===== config.mk =====
export PLATFORM = sky130hd
export DESIGN_NAME = sac_ctrl
export DESIGN_NICKNAME = d
export VERILOG_FILES = /design/src/sac_pkg.sv /design/src/sac_ctrl.sv /design/src/sac_fifo.sv /design/src/sac_sync3.sv
export SDC_FILE = /design/constraint.sdc
export NUM_CORES = 1
export LEC_CHECK = 0
export BUFFER_PORTS_ARGS = -buffer_cell sky130_fd_sc_hd__buf_2
export CORE_ASPECT_RATIO = 1.2
export CORE_MARGIN = 8
export CORE_UTILIZATION = 62
export DETAILED_ROUTE_END_ITERATION = 10
export HOLD_SLACK_MARGIN = 0.05
export PLACE_DENSITY_LB_ADDON = 0.15
export SLEW_MARGIN = 25
export SYNTH_ARGS = -nofsm -noshare
export SYNTH_HDL_FRONTEND = slang
export SYNTH_SLANG_ARGS = --single-unit

===== constraint.sdc =====
create_clock -name clock_i -period 8.8 [get_ports clock_i]
set_input_delay 1.32 -clock clock_i [delete_from_list [all_inputs] [get_ports clock_i]]
set_output_delay 1.32 -clock clock_i [all_outputs]
set_load 0.02 [all_outputs]

===== src/sac_pkg.sv =====
// Shared constants and types for the successive approximation control block
package sac_pkg;

    // ------------------------------------------------------------------
    // Widths and timing
    // ------------------------------------------------------------------
    localparam int          RES_BITS      = 12;
    localparam int          FIFO_DEPTH    = 16;
    localparam int          CLK_HZ        = 10_000_000;
    localparam int          CLK_PERIOD_NS = 100;
    localparam int          MAX_CLK_HZ    = 14_000_000;
    localparam int          MAX_RATE_SPS  = 700_000;
    localparam int          PWRUP_WAIT_US = 10;
    localparam int          PWRUP_CYCLES  =
        (PWRUP_WAIT_US * 1000 + CLK_PERIOD_NS - 1) / CLK_PERIOD_NS;
    // Shortest spacing between starts that keeps under the rate limit
    localparam int          MIN_PERIOD_CYC =
        (CLK_HZ + MAX_RATE_SPS - 1) / MAX_RATE_SPS;
    localparam int          SAMPLE_CYCLES = 1;
    localparam int          CNT_W         = 11;

    // ------------------------------------------------------------------
    // Reset values
    // ------------------------------------------------------------------
    localparam logic [RES_BITS-1:0] RESULT_RST = 12'h000;
    localparam logic [CNT_W-1:0]    CNT_RST    = 11'h000;

    // ------------------------------------------------------------------
    // Sequencer states
    // ------------------------------------------------------------------
    typedef enum logic [2:0] {
        SAC_POWERUP,
        SAC_IDLE,
        SAC_SAMPLE,
        SAC_SEARCH,
        SAC_STORE,
        SAC_GAP
    } sac_state_t;

endpackage : sac_pkg


===== src/sac_ctrl.sv =====
// Successive approximation conversion sequencer with result FIFO
//
// How it works
// - Each conversion yields a 12-bit code; starts stay under 700 ksps.
// - After sampling, the search decides one bit per cycle, MSB to LSB.
// - A start pulse or a frame-start trigger edge begins a conversion.
// - In continuous mode the trigger is not needed and may be left low.
// - Starts wait 10 us after reset or wake; early ones are dropped.
// - Completion sets done, held high until the result is read.
// - A single bit picks one conversion per trigger, else continuous.
// - Results queue in a FIFO so DMA drains them without CPU help.
`timescale 1ns/1ps
module sac_ctrl (
    // Clock and reset
    input  wire logic                         clock_i,
    input  wire logic                         rst_i,
    // Control
    input  wire logic                         enable_i,
    input  wire logic                         start_i,
    input  wire logic                         single_i,
    input  wire logic                         frame_start_i,
    // Comparator and DAC
    input  wire logic                         cmp_i,
    output logic [sac_pkg::RES_BITS-1:0]      dac_code_o,
    output logic                              sample_o,
    // Result read port
    input  wire logic                         rd_i,
    output logic [sac_pkg::RES_BITS-1:0]      result_o,
    output logic                              done_o,
    // Status
    output logic                              ready_o,
    output logic                              busy_o,
    output logic                              overrun_o
);
    localparam int N = sac_pkg::RES_BITS;
    localparam int W = sac_pkg::CNT_W;

    // ------------------------------------------------------------------
    // Trigger input
    // ------------------------------------------------------------------
    logic trig_lvl_w;
    logic trig_d_r;

    sac_sync3 u_trig (
        .clock_i (clock_i),
        .rst_i   (rst_i),
        .async_i (frame_start_i),
        .level_o (trig_lvl_w)
    );

    wire trig_edge_w = trig_lvl_w && !trig_d_r;

    // ------------------------------------------------------------------
    // Sequencer
    // ------------------------------------------------------------------
    sac_pkg::sac_state_t state_r;
    sac_pkg::sac_state_t state_nxt;
    logic [W-1:0]        wait_r;
    logic [W-1:0]        period_r;
    logic [3:0]          bit_r;
    logic [N-1:0]        sar_r;
    logic [N-1:0]        result_r;
    logic                done_r;
    logic                ovr_r;
    logic                en_d_r;
    logic                pend_r;

    // FIFO wiring
    logic                fifo_in_rdy_w;
    logic                fifo_out_vld_w;
    logic [N-1:0]        fifo_out_w;
    logic [$clog2(sac_pkg::FIFO_DEPTH+1)-1:0] level_w;

    wire wake_w    = enable_i && !en_d_r;
    wire pwr_ok_w  = (wait_r == W'(sac_pkg::PWRUP_CYCLES));
    wire period_ok = (period_r >= W'(sac_pkg::MIN_PERIOD_CYC));
    wire req_w     = start_i || trig_edge_w || pend_r;
    // continuous self restart, no trigger needed
    wire go_w      = enable_i && (single_i ? req_w : 1'b1);
    wire last_w    = (bit_r == 4'h0);
    wire store_w   = (state_r == sac_pkg::SAC_STORE);
    wire push_w    = store_w && fifo_in_rdy_w;
    wire pop_w     = rd_i && fifo_out_vld_w;
    // trial bit set at current position
    wire [N-1:0] trial_w = sar_r | (N'(1) << bit_r);

    always_comb begin
        state_nxt = state_r;
        case (state_r)
            sac_pkg::SAC_POWERUP: begin
                if (pwr_ok_w) begin
                    state_nxt = sac_pkg::SAC_IDLE;
                end
            end
            sac_pkg::SAC_IDLE: begin
                if (go_w && period_ok) begin
                    state_nxt = sac_pkg::SAC_SAMPLE;
                end
            end
            sac_pkg::SAC_SAMPLE: begin
                state_nxt = sac_pkg::SAC_SEARCH;
            end
            sac_pkg::SAC_SEARCH: begin
                if (last_w) begin
                    state_nxt = sac_pkg::SAC_STORE;
                end
            end
            sac_pkg::SAC_STORE: begin
                // FIFO full stalls the sequencer instead of dropping data
                if (fifo_in_rdy_w) begin
                    state_nxt = sac_pkg::SAC_IDLE;
                end
            end
            default: begin
                state_nxt = sac_pkg::SAC_IDLE;
            end
        endcase
        if (!enable_i) begin
            state_nxt = sac_pkg::SAC_POWERUP;
        end
    end

    always_ff @(posedge clock_i or posedge rst_i) begin
        if (rst_i) begin
            state_r  <= sac_pkg::SAC_POWERUP;
            trig_d_r <= 1'b0;
            en_d_r   <= 1'b0;
        end else begin
            state_r  <= state_nxt;
            trig_d_r <= trig_lvl_w;
            en_d_r   <= enable_i;
        end
    end

    // settling counter, restarted on every wake
    always_ff @(posedge clock_i or posedge rst_i) begin
        if (rst_i) begin
            wait_r <= sac_pkg::CNT_RST;
        end else if (!enable_i || wake_w) begin
            wait_r <= sac_pkg::CNT_RST;
        end else if (!pwr_ok_w) begin
            wait_r <= W'(wait_r + 1'b1);
        end
    end

    always_ff @(posedge clock_i or posedge rst_i) begin
        if (rst_i) begin
            period_r <= W'(sac_pkg::MIN_PERIOD_CYC);
        end else if (state_r == sac_pkg::SAC_IDLE && go_w && period_ok) begin
            period_r <= W'(1);
        end else if (!period_ok) begin
            period_r <= W'(period_r + 1'b1);
        end
    end

    // one conversion per request; a request that comes while busy
    // is held once, an early one before settling is dropped
    always_ff @(posedge clock_i or posedge rst_i) begin
        if (rst_i) begin
            pend_r <= 1'b0;
        end else if (state_r == sac_pkg::SAC_IDLE && go_w && period_ok) begin
            pend_r <= 1'b0;
        end else if (state_r != sac_pkg::SAC_POWERUP && single_i
                     && (start_i || trig_edge_w)) begin
            pend_r <= 1'b1;
        end else if (!single_i || state_r == sac_pkg::SAC_POWERUP) begin
            pend_r <= 1'b0;
        end
    end

    always_ff @(posedge clock_i or posedge rst_i) begin
        if (rst_i) begin
            bit_r <= 4'h0;
            sar_r <= sac_pkg::RESULT_RST;
        end else if (state_r == sac_pkg::SAC_SAMPLE) begin
            bit_r <= 4'(N - 1);
            sar_r <= sac_pkg::RESULT_RST;
        end else if (state_r == sac_pkg::SAC_SEARCH) begin
            sar_r <= cmp_i ? trial_w : sar_r;
            bit_r <= last_w ? 4'h0 : 4'(bit_r - 1'b1);
        end
    end

    // ------------------------------------------------------------------
    // Result queue
    // ------------------------------------------------------------------
    // results queue for DMA drain
    sac_fifo #(
        .WIDTH (N),
        .DEPTH (sac_pkg::FIFO_DEPTH)
    ) u_fifo (
        .clock_i     (clock_i),
        .rst_i       (rst_i),
        .in_valid_i  (store_w),
        .in_ready_o  (fifo_in_rdy_w),
        .in_data_i   (sar_r),
        .out_valid_o (fifo_out_vld_w),
        .out_ready_i (rd_i),
        .out_data_o  (fifo_out_w),
        .level_o     (level_w)
    );

    // done held while unread results remain; a push beats a read
    always_ff @(posedge clock_i or posedge rst_i) begin
        if (rst_i) begin
            done_r   <= 1'b0;
            result_r <= sac_pkg::RESULT_RST;
            ovr_r    <= 1'b0;
        end else begin
            done_r   <= push_w || (level_w > (pop_w ? 1 : 0));
            result_r <= fifo_out_w;
            if (store_w && !fifo_in_rdy_w) begin
                ovr_r <= 1'b1;
            end else if (pop_w) begin
                ovr_r <= 1'b0;
            end
        end
    end

    // ------------------------------------------------------------------
    // Registered outputs
    // ------------------------------------------------------------------
    logic [N-1:0] dac_r;
    logic         sample_r;
    logic         ready_r;
    logic         busy_r;

    always_ff @(posedge clock_i or posedge rst_i) begin
        if (rst_i) begin
            dac_r    <= sac_pkg::RESULT_RST;
            sample_r <= 1'b0;
            ready_r  <= 1'b0;
            busy_r   <= 1'b0;
        end else begin
            dac_r    <= (state_nxt == sac_pkg::SAC_SEARCH)
                        ? ((state_r == sac_pkg::SAC_SEARCH)
                           ? ((cmp_i ? trial_w : sar_r)
                              | (N'(1) << 4'(bit_r - 1'b1)))
                           : (N'(1) << (N - 1)))
                        : sar_r;
            sample_r <= (state_nxt == sac_pkg::SAC_SAMPLE);
            ready_r  <= (state_nxt != sac_pkg::SAC_POWERUP);
            busy_r   <= (state_nxt == sac_pkg::SAC_SAMPLE)
                        || (state_nxt == sac_pkg::SAC_SEARCH)
                        || (state_nxt == sac_pkg::SAC_STORE);
        end
    end

    assign dac_code_o = dac_r;
    assign sample_o   = sample_r;
    assign result_o   = result_r;
    assign done_o     = done_r;
    assign ready_o    = ready_r;
    assign busy_o     = busy_r;
    assign overrun_o  = ovr_r;

    // ------------------------------------------------------------------
    // Checks
    // ------------------------------------------------------------------
    property p_pwrup;
        @(posedge clock_i) disable iff (rst_i)
        (state_r != sac_pkg::SAC_POWERUP
         && $past(state_r) == sac_pkg::SAC_POWERUP)
        |-> $past(wait_r) == W'(sac_pkg::PWRUP_CYCLES);
    endproperty
    a_pwrup: assert property (p_pwrup)
        else $error("left power-up wait early");

    property p_search_len;
        @(posedge clock_i) disable iff (rst_i || !enable_i)
        (state_r == sac_pkg::SAC_SAMPLE)
        |=> (state_r == sac_pkg::SAC_SEARCH)
        ##11 (state_r == sac_pkg::SAC_SEARCH)
        ##1 (state_r == sac_pkg::SAC_STORE);
    endproperty
    a_search_len: assert property (p_search_len)
        else $error("search not twelve cycles");

    property p_done;
        @(posedge clock_i) disable iff (rst_i)
        push_w |=> done_o;
    endproperty
    a_done: assert property (p_done)
        else $error("done not raised after result");

    property p_done_hold;
        @(posedge clock_i) disable iff (rst_i)
        (done_o && !rd_i && level_w != 0) |=> done_o;
    endproperty
    a_done_hold: assert property (p_done_hold)
        else $error("done dropped before read");

    property p_cont;
        @(posedge clock_i) disable iff (rst_i)
        (enable_i && !single_i && state_r == sac_pkg::SAC_IDLE)
        |-> ##[0:15] (state_r == sac_pkg::SAC_SAMPLE || !enable_i
                      || single_i);
    endproperty
    a_cont: assert property (p_cont)
        else $error("continuous mode did not restart");

    property p_single;
        @(posedge clock_i) disable iff (rst_i)
        (state_r == sac_pkg::SAC_IDLE && single_i && !req_w)
        |=> state_r != sac_pkg::SAC_SAMPLE;
    endproperty
    a_single: assert property (p_single)
        else $error("single mode started without request");

    property p_rate;
        @(posedge clock_i) disable iff (rst_i)
        (state_r == sac_pkg::SAC_SAMPLE) |-> $past(period_ok);
    endproperty
    a_rate: assert property (p_rate)
        else $error("start spacing below rate limit");

    property p_start;
        @(posedge clock_i) disable iff (rst_i)
        (state_r == sac_pkg::SAC_IDLE && enable_i && start_i && period_ok)
        |=> state_r == sac_pkg::SAC_SAMPLE;
    endproperty
    a_start: assert property (p_start)
        else $error("start pulse ignored");

endmodule : sac_ctrl


===== src/sac_fifo.sv =====
// Result FIFO with valid/ready on both sides
`timescale 1ns/1ps
module sac_fifo #(
    parameter int WIDTH = 12,
    parameter int DEPTH = 16
) (
    // Clock and reset
    input  wire logic             clock_i,
    input  wire logic             rst_i,
    // Fill side
    input  wire logic             in_valid_i,
    output logic                  in_ready_o,
    input  wire logic [WIDTH-1:0] in_data_i,
    // Drain side
    output logic                  out_valid_o,
    input  wire logic             out_ready_i,
    output logic      [WIDTH-1:0] out_data_o,
    // Status
    output logic [$clog2(DEPTH+1)-1:0] level_o
);
    localparam int AW = $clog2(DEPTH);
    localparam int LW = $clog2(DEPTH+1);

    logic [WIDTH-1:0] mem [DEPTH];
    logic [AW-1:0]    wr_ptr_r;
    logic [AW-1:0]    rd_ptr_r;
    logic [LW-1:0]    level_r;
    wire              push_w = in_valid_i && in_ready_o;
    wire              pop_w  = out_valid_o && out_ready_i;

    assign in_ready_o  = (level_r != LW'(DEPTH));
    assign out_valid_o = (level_r != '0);
    assign out_data_o  = mem[rd_ptr_r];
    assign level_o     = level_r;

    always_ff @(posedge clock_i) begin
        if (push_w) begin
            mem[wr_ptr_r] <= in_data_i;
        end
    end

    always_ff @(posedge clock_i or posedge rst_i) begin
        if (rst_i) begin
            wr_ptr_r <= '0;
            rd_ptr_r <= '0;
            level_r  <= '0;
        end else begin
            if (push_w) begin
                wr_ptr_r <= AW'(wr_ptr_r + 1'b1);
            end
            if (pop_w) begin
                rd_ptr_r <= AW'(rd_ptr_r + 1'b1);
            end
            level_r <= LW'(level_r + LW'(push_w) - LW'(pop_w));
        end
    end

    // ------------------------------------------------------------------
    // Checks
    // ------------------------------------------------------------------
    property p_no_overfill;
        @(posedge clock_i) disable iff (rst_i)
        (level_r == LW'(DEPTH)) |-> !in_ready_o && (wr_ptr_r == rd_ptr_r);
    endproperty
    a_no_overfill: assert property (p_no_overfill)
        else $error("fifo accepts while full");

endmodule : sac_fifo


===== src/sac_sync3.sv =====
// Three-stage input synchroniser with agreement filter
`timescale 1ns/1ps
module sac_sync3 (
    // Clock and reset
    input  wire logic clock_i,
    input  wire logic rst_i,
    // Signal
    input  wire logic async_i,
    output logic      level_o
);
    logic s1_r;
    logic s2_r;
    logic s3_r;
    logic level_r;

    assign level_o = level_r;

    // Stage one feeds stage two only; the filter looks at stages 2 and 3
    always_ff @(posedge clock_i or posedge rst_i) begin
        if (rst_i) begin
            s1_r    <= 1'b0;
            s2_r    <= 1'b0;
            s3_r    <= 1'b0;
            level_r <= 1'b0;
        end else begin
            s1_r <= async_i;
            s2_r <= s1_r;
            s3_r <= s2_r;
            if (s2_r == s3_r) begin
                level_r <= s3_r;
            end
        end
    end

endmodule : sac_sync3


==> results of run 1 <==
==> through the flow <==
step | hold slack [ns] | instance area [sq um] | power, uW
2_1_floorplan | 0.3312 | 11270 | 1800
6_report | 0.3569 | 12470 | 2869
3_3_place_gp | 0.3374 | 11680 | 1874
4_1_cts | 0.3605 | 12450 | 2888
3_5_place_dp | 0.3448 | 11680 | 1881
5_1_grt | 0.3647 | 12470 | 2984
==> critical path, delay by kind of cell (launching register included) <==
kind | cells | cell delay (ns)
and+or+nand+nor | 5 | 0.43
xor gates and xnor gates | 1 | 0.13
AOI/OAI and AO/OA | 1 | 0.30
buffers and inverters | 4 | 0.40
adders and majority gates | 4 | 1.07
DFF | 1 | 0.38
==> routing by layer <==
layer / track usage [%] / vias to the layer above / part of all wire [%]
met5: 0 / - / 0
met4: 5.997 / 0 / 2.7
met3: 3.158 / 50 / 5.7
met2: 36.58 / 192 / 51
met1: 26.44 / 3054 / 40
li1: - / 2586 / -
==> flip-flops by register name, indices dropped and copies added (netlist names), 3 cells and up <==
signal           cells
bit_r                4
dac_code_o          12
period_r            11
result_o            12
sar_r               12
state_r              3
u_fifo.level_o       5
u_fifo.mem         192
u_fifo.rd_ptr_r      4
u_fifo.wr_ptr_r      4
wait_r              11
==> cell type report <==
| type | instances | area [sq um] |
|---|---|---|
| Clock buffer | 32 | 694.4 |
| Clock inverter | 15 | 76.32 |
| Fill cell | 1154 | 5504 |
| Inverter | 23 | 88.84 |
| Multi-Input combinational cell | 320 | 3047 |
| Sequential cell | 282 | 8029 |
| Tap cell | 224 | 280.3 |
| Timing Repair Buffer | 44 | 252.7 |
==> report_power, final <==
part	leakage, uW	internal, uW	total, uW	switching [uW]
clock network	0.000369	560	1020	456
registers	0.00246	1430	1530	95.2
logic	0.00118	171	326	155
total	0.00401	2160	2870	706
==> path summary, 6_finish.rpt <==
| kind | from | end | slack (ns) |
|---|---|---|---|
| max | u_fifo.level_o[2] | u_fifo.level_o[4] | 6.00 |
| min | u_trig.s1_r | u_trig.s2_r | 0.36 |
| max reg2reg | u_fifo.level_o[2] | u_fifo.level_o[4] | 6.00 |
| min reg2reg | u_trig.s1_r | u_trig.s2_r | 0.36 |
| max in group asynchronous | rst_i | u_fifo.wr_ptr_r[2] | 6.83 |
| min in group asynchronous | rst_i | wait_r[8] | 0.80 |
==> kinds of logic after synthesis <==
kind of cell	share of synthesized area, %
xor+xnor	1.244
mux	11.99
flops	71.21
buf+inv	2.010
fa+ha+maj	2.266
simple gates	7.397
compound gates	3.876
==> placed cells by master, fill, tap and decap left out, drive strengths merged, types with 2 or more instances in the layout <==
master,Yosys,routed
ha,18,18
inv,23,24
nor4b,3,3
clkbuf,14,32
mux4,60,60
and4bb,2,2
nand2b,4,4
nor2,48,48
o211ai,2,2
dfstp,4,4
a41oi,2,2
nor3,11,11
o21a,10,10
buf,14,44
nand3,9,9
nor2b,5,5
nor4,9,9
or3,3,3
a21oi,18,18
edfxtp,192,192
a31oi,7,7
o21ai,17,17
nand2,29,29
xor2,9,9
clkinv,0,10
dfrtp,86,86
and3,5,5
nor3b,3,3
clkinvlp,0,4
xnor2,7,7
or2,3,3
nand4,5,5
and2,16,16
o21bai,2,2
==> results.md, run 1 <==
* Worst stage delay on the critical path at 0.41 ns
* FF-to-FF path depth at 15
* Max cap viols at 0
* GRT Total Usage at 20.75%
* Worst ir drop on vdd at 0.1645 mV
* Final nets at 724
* Synth Flop Type: edfxtp_1
* First-pass GRT wire length at 35910 um
* Crit path capture type: flop
* I/O Buffers at 36
* Initial drt markers at around 460
* Setup TNS at 0 ns
* Clock Skews at 0.008786 ns
* Post-Syn Area at between 0.01 and 0.015 sq mm
* Worst-margin pin slew at roughly 1.1 ns
* Final Cycle Share at 31.79%
* Worst-case clock buffer depth at 3
* Clock Tree Root: clkbuf_16
* # DRC at 0
* Pin count of the biggest net entering global routing at 65
* Fin crit period at 2.797 ns
* Clk_lat worst skew at approximately 0.52 ns
* Commonest cells post-synth: edfxtp_1 (192), dfrtp_1 (86), mux4_2 (60)
* Average wire per standard cell at 24.17 um
* Fmax at 357.5 MHz
* Clk slew on worst S/H paths at 0.07 ns
* Asr flop ratio synth at 31.91%
* Synth area leaders: edfxtp_1 (51%), dfrtp_1 (19%), mux4_2 (12%), ha_1 (2.0%), nor2_1 (1.6%)
* Syn_nets at 680
* Post-CTS Repair Setup Buffers at 0
* Crit Path Class: flop to flop
* Core Footprint at 0.01797 sq mm
* CTS hold repair buffers at 0
* Rel. slew slack at 27.91%
* Yosys top cell area share at roughly half
* Pre-CTS setup slack at 5.509 ns
* Final Slew Violations at 0
* Crit path max fanout at 4
* Layout cells sized above 1 at 23.88%
* DP HPWL at 13570 um
* Yosys Warn Count at 0
* H-tree depth at 1
* Area Growth Syn to Fin at 10.67%
* Placed Cells at 892
* EDFF count, synth at between 150 and 200
* Die boundary height at 163.7 um
* Die width at 139.1 um
* Total wire length at roughly 23000 um
* Post-synth cell types at 55
* Final setup fails at 0
* Clock sink total at 282
* First drt pass iteration count at 7
* Most frequent cell after synthesis: edfxtp_1
* Mean Syn Cell Area at 17.25 sq um
* Grt total ovfl at 0
* Final Core Density at 69.37%
* Worst setup margin at 6.003 ns
* Vias per cell at 6.257
* WP data arrival at 3.20 ns
* Ports at 37
* Sequential share of the synthesized area at between 70% and 80%
* Cell at the slowest stage of the critical path: fa_1
* Hold path depth at 0
* Unrepaired setup endpoints after global routing: false
* Final RePlAce weighted congestion at 0.9158
* Post-Syn Instances at between 600 and 700
* Cell Rows at 54
* TritonCTS buffer count at 26
* Static leakage at about 0.004 uW
* Cell chain of the critical path: inv_1 > ha_1 > nand3_1 > o21ai_1 > inv_1 > ha_1 > inv_1 > ha_1 > inv_1 > fa_1 > nor2_1 > nor2_1 > nor2_1 > nor2_1 > xor2_1
* Worst hold path class: flop to flop
* Vias in the first global route at 6183
* Post-CTS resize count at 0
* Critical Path Source Type: flop
* Finished Layout Cells at 940
* Synth Register Bits at 282
* CTS tree: done
* Antenna fix cells at 0
* Initial antenna violation count at 0
* Initial Util at a little over three fifths
* Via count at 5882
* Die Area at 0.02276 sq mm
* DRT antenna net count at 0
* Critical path data required time at a little over 9 ns
* Final Hold Violating Endpoints at 0
* Area leader, netlist: edfxtp_1
* Power per Cell Area at 230.1 mW/mm^2
* Status: complete, no violations
Note: power is estimated with default switching activity, not from simulation.
==> run 2, diff against run 1 <==
- CORE_UTILIZATION: 62 -> 61
- clock period: 8.8 -> 2.76 ns (I/O delays scaled with it)
==> run 2 against run 1 <==
Effect of this change: via count decreased by 0.14%; combinational power increased to 3.7 times the previous value; sequential share of layout area decreased by 1.5 points; clock skew increased by 0.0070 ns; worst setup slack got worse by 5.8 ns; sequential power increased to 3.1 times the previous value; critical path type unchanged; final cell count increased by 2.3%; design area increased by 2.3%; fmax increased by 10%; largest cell class unchanged.
==> results.md, run 2 (same netlist as run 1, synthesis figures left out) <==
* Fin Hold WS at 0.1173 ns (-0.2395 ns)
* Number of buffers and inverters on the critical path at 4 (unchanged)
* Clock Tree Root: clkbuf_16
* Crit Path Class: flop to flop
* Crit path capture type: flop
* Cell chain of the critical path: inv_2 > ha_1 > nand3_1 > o21ai_2 > inv_2 > ha_1 > inv_1 > ha_2 > inv_1 > fa_2 > nor2_1 > nor2_1 > nor2_1 > nor2_1 > xor2_1
* Critical path data required time at 3.16 ns (-6.04 ns)
* Fmax at 394.0 MHz (+10%)
* Sequential Power Share at 49.3% (-4.0 points)
* Sw power at 2345 uW (+230%)
* Clock sink total at 282 (unchanged)
* Max FFs per register at 192 (unchanged)
* Initial antenna violation count at 0 (unchanged)
* Final Hold Violating Endpoints at 0 (unchanged)
* Worst setup margin at 0.2221 ns (-5.780 ns)
* Status: complete, no violations
* Total wire length at 21960 um (-3.4%)
* Worst-case clock buffer depth at 3 (unchanged)
* Worst-margin pin slew at 0.7765 ns (-0.3036 ns)
* Cell Rows at 54 (unchanged)
* Cell at the slowest stage of the critical path: dfrtp_1
* Power per Cell Area at 758.0 mW/mm^2 (+230%)
* Critical path depth at 15 (unchanged)
* Final Slew Violations at 0 (unchanged)
* Clock Skews at 0.01581 ns (+0.007022 ns)
* Register with the highest flop count: u_fifo.mem
* Area Growth Syn to Fin at 13.27%
* WP data arrival at 2.94 ns (-0.26 ns)
* Core Footprint at 0.01817 sq mm (+1.1%)
* Critical Path Source Type: flop
* DP HPWL at 13890 um (+2.3%)
* Most frequent cells in the layout: edfxtp_1 (192), dfrtp_1 (84), mux4_2 (60)
* Average wire per standard cell at 22.82 um (-5.6%)
* FF-to-FF path depth at 15 (unchanged)
* Crit path max fanout at 4 (unchanged)
* Clk slew on worst S/H paths at 0.06 ns (about the same)
* Antenna fix cells at 0 (unchanged)
* Crit path top cell by count: nor2_1
* Pre-CTS setup slack at 0.09703 ns (-5.412 ns)
* Final nets at 744 (+2.8%)
* Clk_lat worst skew at 0.53 ns (about the same)
* H-tree depth at 1 (unchanged)
* Final setup fails at 0 (unchanged)
* Final Cycle Share at 91.95% (+60 points)
* Worst stage delay on the critical path at 0.40 ns (about the same)
* Setup TNS at 0 ns (unchanged)
* Worst ir drop on vdd at 0.8023 mV (+390%)
* Fin crit period at 2.538 ns (-0.2595 ns)
* Hold path depth at 1 (+1)
* First drt pass iteration count at 6 (-1)
* R2r setup slk at 0.22 ns (-5.78 ns)
* Via count at 5874 (-0.14%)
* Initial Util at 61.99% (-0.70 points)
* Clock network power share at 38.4% (+3.0 points)
* Ports at 37 (unchanged)
* DRT antenna net count at 0 (unchanged)
* Critical path's top delay family: adder cells
* Sw Share at 24.25% (-0.36 points)
* Commonest non-fill, non-tap cell in the layout: edfxtp_1
* TritonCTS buffer count at 27 (+3.8%)
* Static leakage at 0.004178 uW (+4.2%)
* Combinational share of power at 12.3% (+0.9 points)
* Vias per cell at 6.106 (-2.4%)
* Pin count of the biggest net entering global routing at 52 (-20%)
* Die Area at 0.02309 sq mm (+1.5%)
* GRT Total Usage at 19.88% (-0.87 points)
* Initial drt markers at 480 (+4.1%)
* Worst hold path class: primary input to flop
* First-pass GRT wire length at 35330 um (-1.6%)
* Max cap viols at 0 (unchanged)
* Die boundary height at 164.9 um (+0.74%)
* Post-CTS Repair Setup Buffers at 0 (unchanged)
* Int Power at 7328 uW (+240%)
* Grt total ovfl at 0 (unchanged)
* CTS tree: done
* Final RePlAce weighted congestion at 0.9653 (+5.4%)
* Vias in the first global route at 6277 (+1.5%)
* Layout cells sized above 1 at 26.15% (+2.3 points)
* I/O Buffers at 36 (unchanged)
* Rel. slew slack at 48.04% (+20 points)
* Die width at 140.1 um (+0.72%)
* # DRC at 0 (unchanged)
-- run 2: cell count changes in the layout (fill, tap and decap cells not counted), sizes merged --
cell | previous run | this run
clkinv | 10 | 11
inv | 24 | 25
clkbuf | 32 | 30
bufinv | 0 | 4
dlygate4sd3 | 0 | 2
clkinvlp | 4 | 3
buf | 44 | 61
-- run 2: layout make-up --
type                    count  area (sq um)
fillers                  1148          5414
repair buffers             63         425.4
inverters                  23         88.84
multi-input cells         320          3045
clock inverters            20         206.4
flip-flops and latches    282          8028
clock buffers              30         686.9
well taps                 224         280.3
-- run 2: repair_timing --
| action | in CTS | in global routing |
|---|---|---|
| hold endpoints to repair | 41 | 0 |
| hold buffers | 2 | 0 |
| setup endpoints to repair | 0 | 1 |
| resized for setup | 0 | 6 |
-- run 2: metal layers --
metal | global-route usage [%] | wire length, um | part of all wire (%)
met5 | 0 | 0 | 0
met4 | 6.426 | 484 | 2.2
met3 | 2.921 | 1125 | 5.1
met2 | 34.64 | 11110 | 51
met1 | 25.50 | 9236 | 42
-- run 2: power groups by stage --
stage | sequential, uW | clock [uW] | combinational, uW
after global routing | 4800 | 3920 | 1330
final | 4770 | 3710 | 1190
after floorplan | 4700 | 0 | 1040
after global placement | 4860 | 0 | 1170
after detailed placement | 4860 | 0 | 1210
after CTS | 4780 | 3770 | 1220
-- run 2: path summary, 6_finish.rpt --
check,to,start
max,u_fifo.level_o[4],u_fifo.level_o[2]
min,en_d_r,enable_i
max reg2reg,u_fifo.level_o[4],u_fifo.level_o[2]
min reg2reg,u_trig.s2_r,u_trig.s1_r
max in group asynchronous,result_o[11],rst_i
min in group asynchronous,wait_r[8],rst_i
-- run 2: metrics by stage --
| stage | area (sq um) | cells | util [%] | power [uW] |
|---|---|---|---|---|
| floorplan | 11270 | 653 | - | 5738 |
| global placement | 11840 | 910 | 65.14 | 6028 |
| detailed placement | 11840 | 910 | 65.14 | 6075 |
| CTS | 12750 | 962 | 70.16 | 9757 |
| global route | 12760 | 962 | 70.21 | 10040 |
| finish | 12760 | 962 | 70.21 | 9673 |
==> run 3, diff against run 2 <==
- GPL_TIMING_DRIVEN: default -> 0
==> run 3 against run 2 <==
Effect of this change: design area increased by 0.26%; worst hold slack got worse by 0.0021 ns; register-to-register slack got worse by 0.21 ns; first-iteration DRC count increased by 16%; via count increased by 3.4%; sequential power decreased by 3%; global-route usage increased by 1.3 points; clock-buffer cell count increased by 9.
==> results.md, run 3 (same netlist as run 1, synthesis figures left out) <==
* Status: complete, no violations
* Via count at 6076 (+3.4%)
* Vias per cell at 6.238 (+2.2%)
* Clock Tree Root: clkbuf_16
* Grt total ovfl at 0 (unchanged)
* GRT Total Usage at 21.20% (+1.3 points)
* Final Slew Violations at 0 (unchanged)
* Die boundary height at 164.9 um (unchanged)
* Fmax at 363.4 MHz (-7.8%)
* Power per Cell Area at 750.6 mW/mm^2 (-0.97%)
* Static leakage at 0.004165 uW (-0.31%)
* Critical Path Source Type: flop
* Pin count of the biggest net entering global routing at 50 (-3.8%)
* Register with the highest flop count: u_fifo.mem
* Cell Rows at 54 (unchanged)
* Max cap viols at 0 (unchanged)
* Average wire per standard cell at 24.09 um (+5.5%)
* Final RePlAce weighted congestion at 1.010 (+4.6%)
* Fin crit period at 2.752 ns (+0.2142 ns)
* FILL cells at 1160 (+1.0%)
* Initial Util at 61.99% (unchanged)
* Final Core Density at 70.40% (+0.19 points)
* Worst hold path class: primary input to flop
* Clock sink total at 282 (unchanged)
* Worst-case clock buffer depth at 3 (unchanged)
* WP data arrival at 2.90 ns (-0.04 ns)
* Initial antenna violation count at 0 (unchanged)
* Most frequent cells in the layout: edfxtp_1 (192), dfrtp_1 (86), mux4_2 (60)
* Area Growth Syn to Fin at 13.57%
* # DRC at 0 (unchanged)
* Combinational share of power at 14.8% (+2.5 points)
* Crit Path Class: flop to flop
* Final nets at 757 (+1.7%)
* Total wire length at 23460 um (+6.9%)
* Core Footprint at 0.01817 sq mm (unchanged)
* First-pass GRT wire length at 36720 um (+3.9%)
* Clk slew on worst S/H paths at 0.06 ns (about the same)
* Finished Layout Cells at 974 (+1.2%)
* Sw Share at 25.27% (+1.0 points)
* Die Area at 0.02309 sq mm (unchanged)
* Worst-margin pin slew at 0.8756 ns (+0.09909 ns)
* Ports at 37 (unchanged)
* Worst setup margin at 0.007860 ns (-0.2142 ns)
* Antenna fix cells at 0 (unchanged)
* Clk_lat worst skew at 0.53 ns (about the same)
* Setup TNS at 0 ns (unchanged)
* Layout cells sized above 1 at 25.87% (-0.29 points)
* DP HPWL at 15080 um (+8.6%)
* Worst ir drop on vdd at 0.5736 mV (-28%)
* Initial drt markers at 559 (+16%)
* I/O Buffers at 36 (unchanged)
* Die width at 140.1 um (unchanged)
* DRT antenna net count at 0 (unchanged)
* Critical path data required time at 2.91 ns (-0.25 ns)
* CTS tree: done
* Rel. slew slack at 41.63% (-6.4 points)
* Unrepaired setup endpoints after global routing: true
* Clock Skews at 0.01190 ns (-0.003907 ns)
* Max FFs per register at 192 (unchanged)
* First drt pass iteration count at 5 (-1)
* Clock network power share at 37.0% (-1.4 points)
* H-tree depth at 1 (unchanged)
* TritonCTS buffer count at 27 (unchanged)
* Final Cycle Share at 99.72% (+7.8 points)
* Crit path capture type: flop
* Final Hold Violating Endpoints at 0 (unchanged)
* Int Power at 7178 uW (-2.0%)
* Sw power at 2427 uW (+3.5%)
* Placed Cells at 918 (+0.88%)
* Sequential Power Share at 48.2% (-1.1 points)
* Commonest non-fill, non-tap cell in the layout: edfxtp_1
* Vias in the first global route at 6311 (+0.54%)
* Crit path max fanout at 12 (+8)
* Pre-CTS setup slack at -0.4096 ns (-0.5067 ns)
* Final setup fails at 0 (unchanged)
-- run 3: changes by cell type in the layout (fill, tap and decap cells not counted), sizes merged --
cell      change
inv           -1
clkinvlp      -2
bufinv        -3
clkinv        -4
buf           -1
clkbuf       +23
-- run 3: worst paths after layout --
| path | startpoint | end | slack [ns] | depth (start not counted) |
|---|---|---|---|---|
| worst max-delay path | u_fifo.level_o[2] | u_fifo.mem[15][6] | 0.008 | 6 |
| worst min-delay path | enable_i | en_d_r | 0.12 | 1 |
| worst max register to register | u_fifo.level_o[2] | u_fifo.mem[15][6] | 0.008 | 6 |
| worst min register to register | u_trig.s1_r | u_trig.s2_r | 0.37 | 0 |
| max in group asynchronous | rst_i | period_r[0] | 1.68 | 4 |
| min in group asynchronous | rst_i | u_trig.s3_r | 0.46 | 3 |
-- run 3: cell type report --
type	instances	area (sq um)	share of cell area [%]
sequential	282	8023	62.70
multi-input combinational	320	3098	24.21
clock buffer	39	772.0	6.034
timing repair buffer	48	306.5	2.396
tap	224	280.3	2.190
buffer	28	140.1	1.095
inverter	23	91.34	0.7139
clock inverter	10	83.83	0.6552
-- run 3: layer usage --
metal	vias up	GRT usage, %	share of wire [%]
met5	-	0	0
met4	0	5.536	1.9
met3	41	3.008	5.5
met2	229	38.90	54
met1	3156	26.04	39
li1	2650	-	-
-- run 3: worst max-delay path, stage by stage (launching register included) --
cell and delay [ns]:
dfrtp_1 0.36, inv_2 0.07, ha_2 0.20, and4bb_2 0.29, nor2_2 0.36, nand3_1 0.33
nor2_2 0.76
-- run 3: power groups by stage --
stage / sequential (uW) / combinational, uW / clock, uW
after global placement: 4710 / 1380 / 0
after global routing: 4640 / 1550 / 3760
after detailed placement: 4710 / 1430 / 0
after floorplan: 4700 / 1040 / 0
final: 4630 / 1420 / 3550
after CTS: 4630 / 1450 / 3590
-- run 3: repair_timing --
item | 4_1_cts | 5_1_grt
endpoints found under the setup margin | 94 | 63
hold buffers | 2 | 0
buffers inserted | 0 | 5
pin swaps | 0 | 3
gates resized for setup | 8 | 5
endpoints found under the hold margin | 48 | 0
-- run 3: per-stage QoR --
| step | total power (uW) | hold WS [ns] | area [sq um] |
|---|---|---|---|
| after floorplan | 5738 | 0.3312 | 11270 |
| after detailed placement | 6142 | 0.3450 | 11830 |
| after CTS | 9661 | 0.09872 | 12750 |
| after global routing | 9949 | 0.1049 | 12790 |
| final | 9604 | 0.1152 | 12790 |
| after global placement | 6087 | 0.3432 | 11730 |
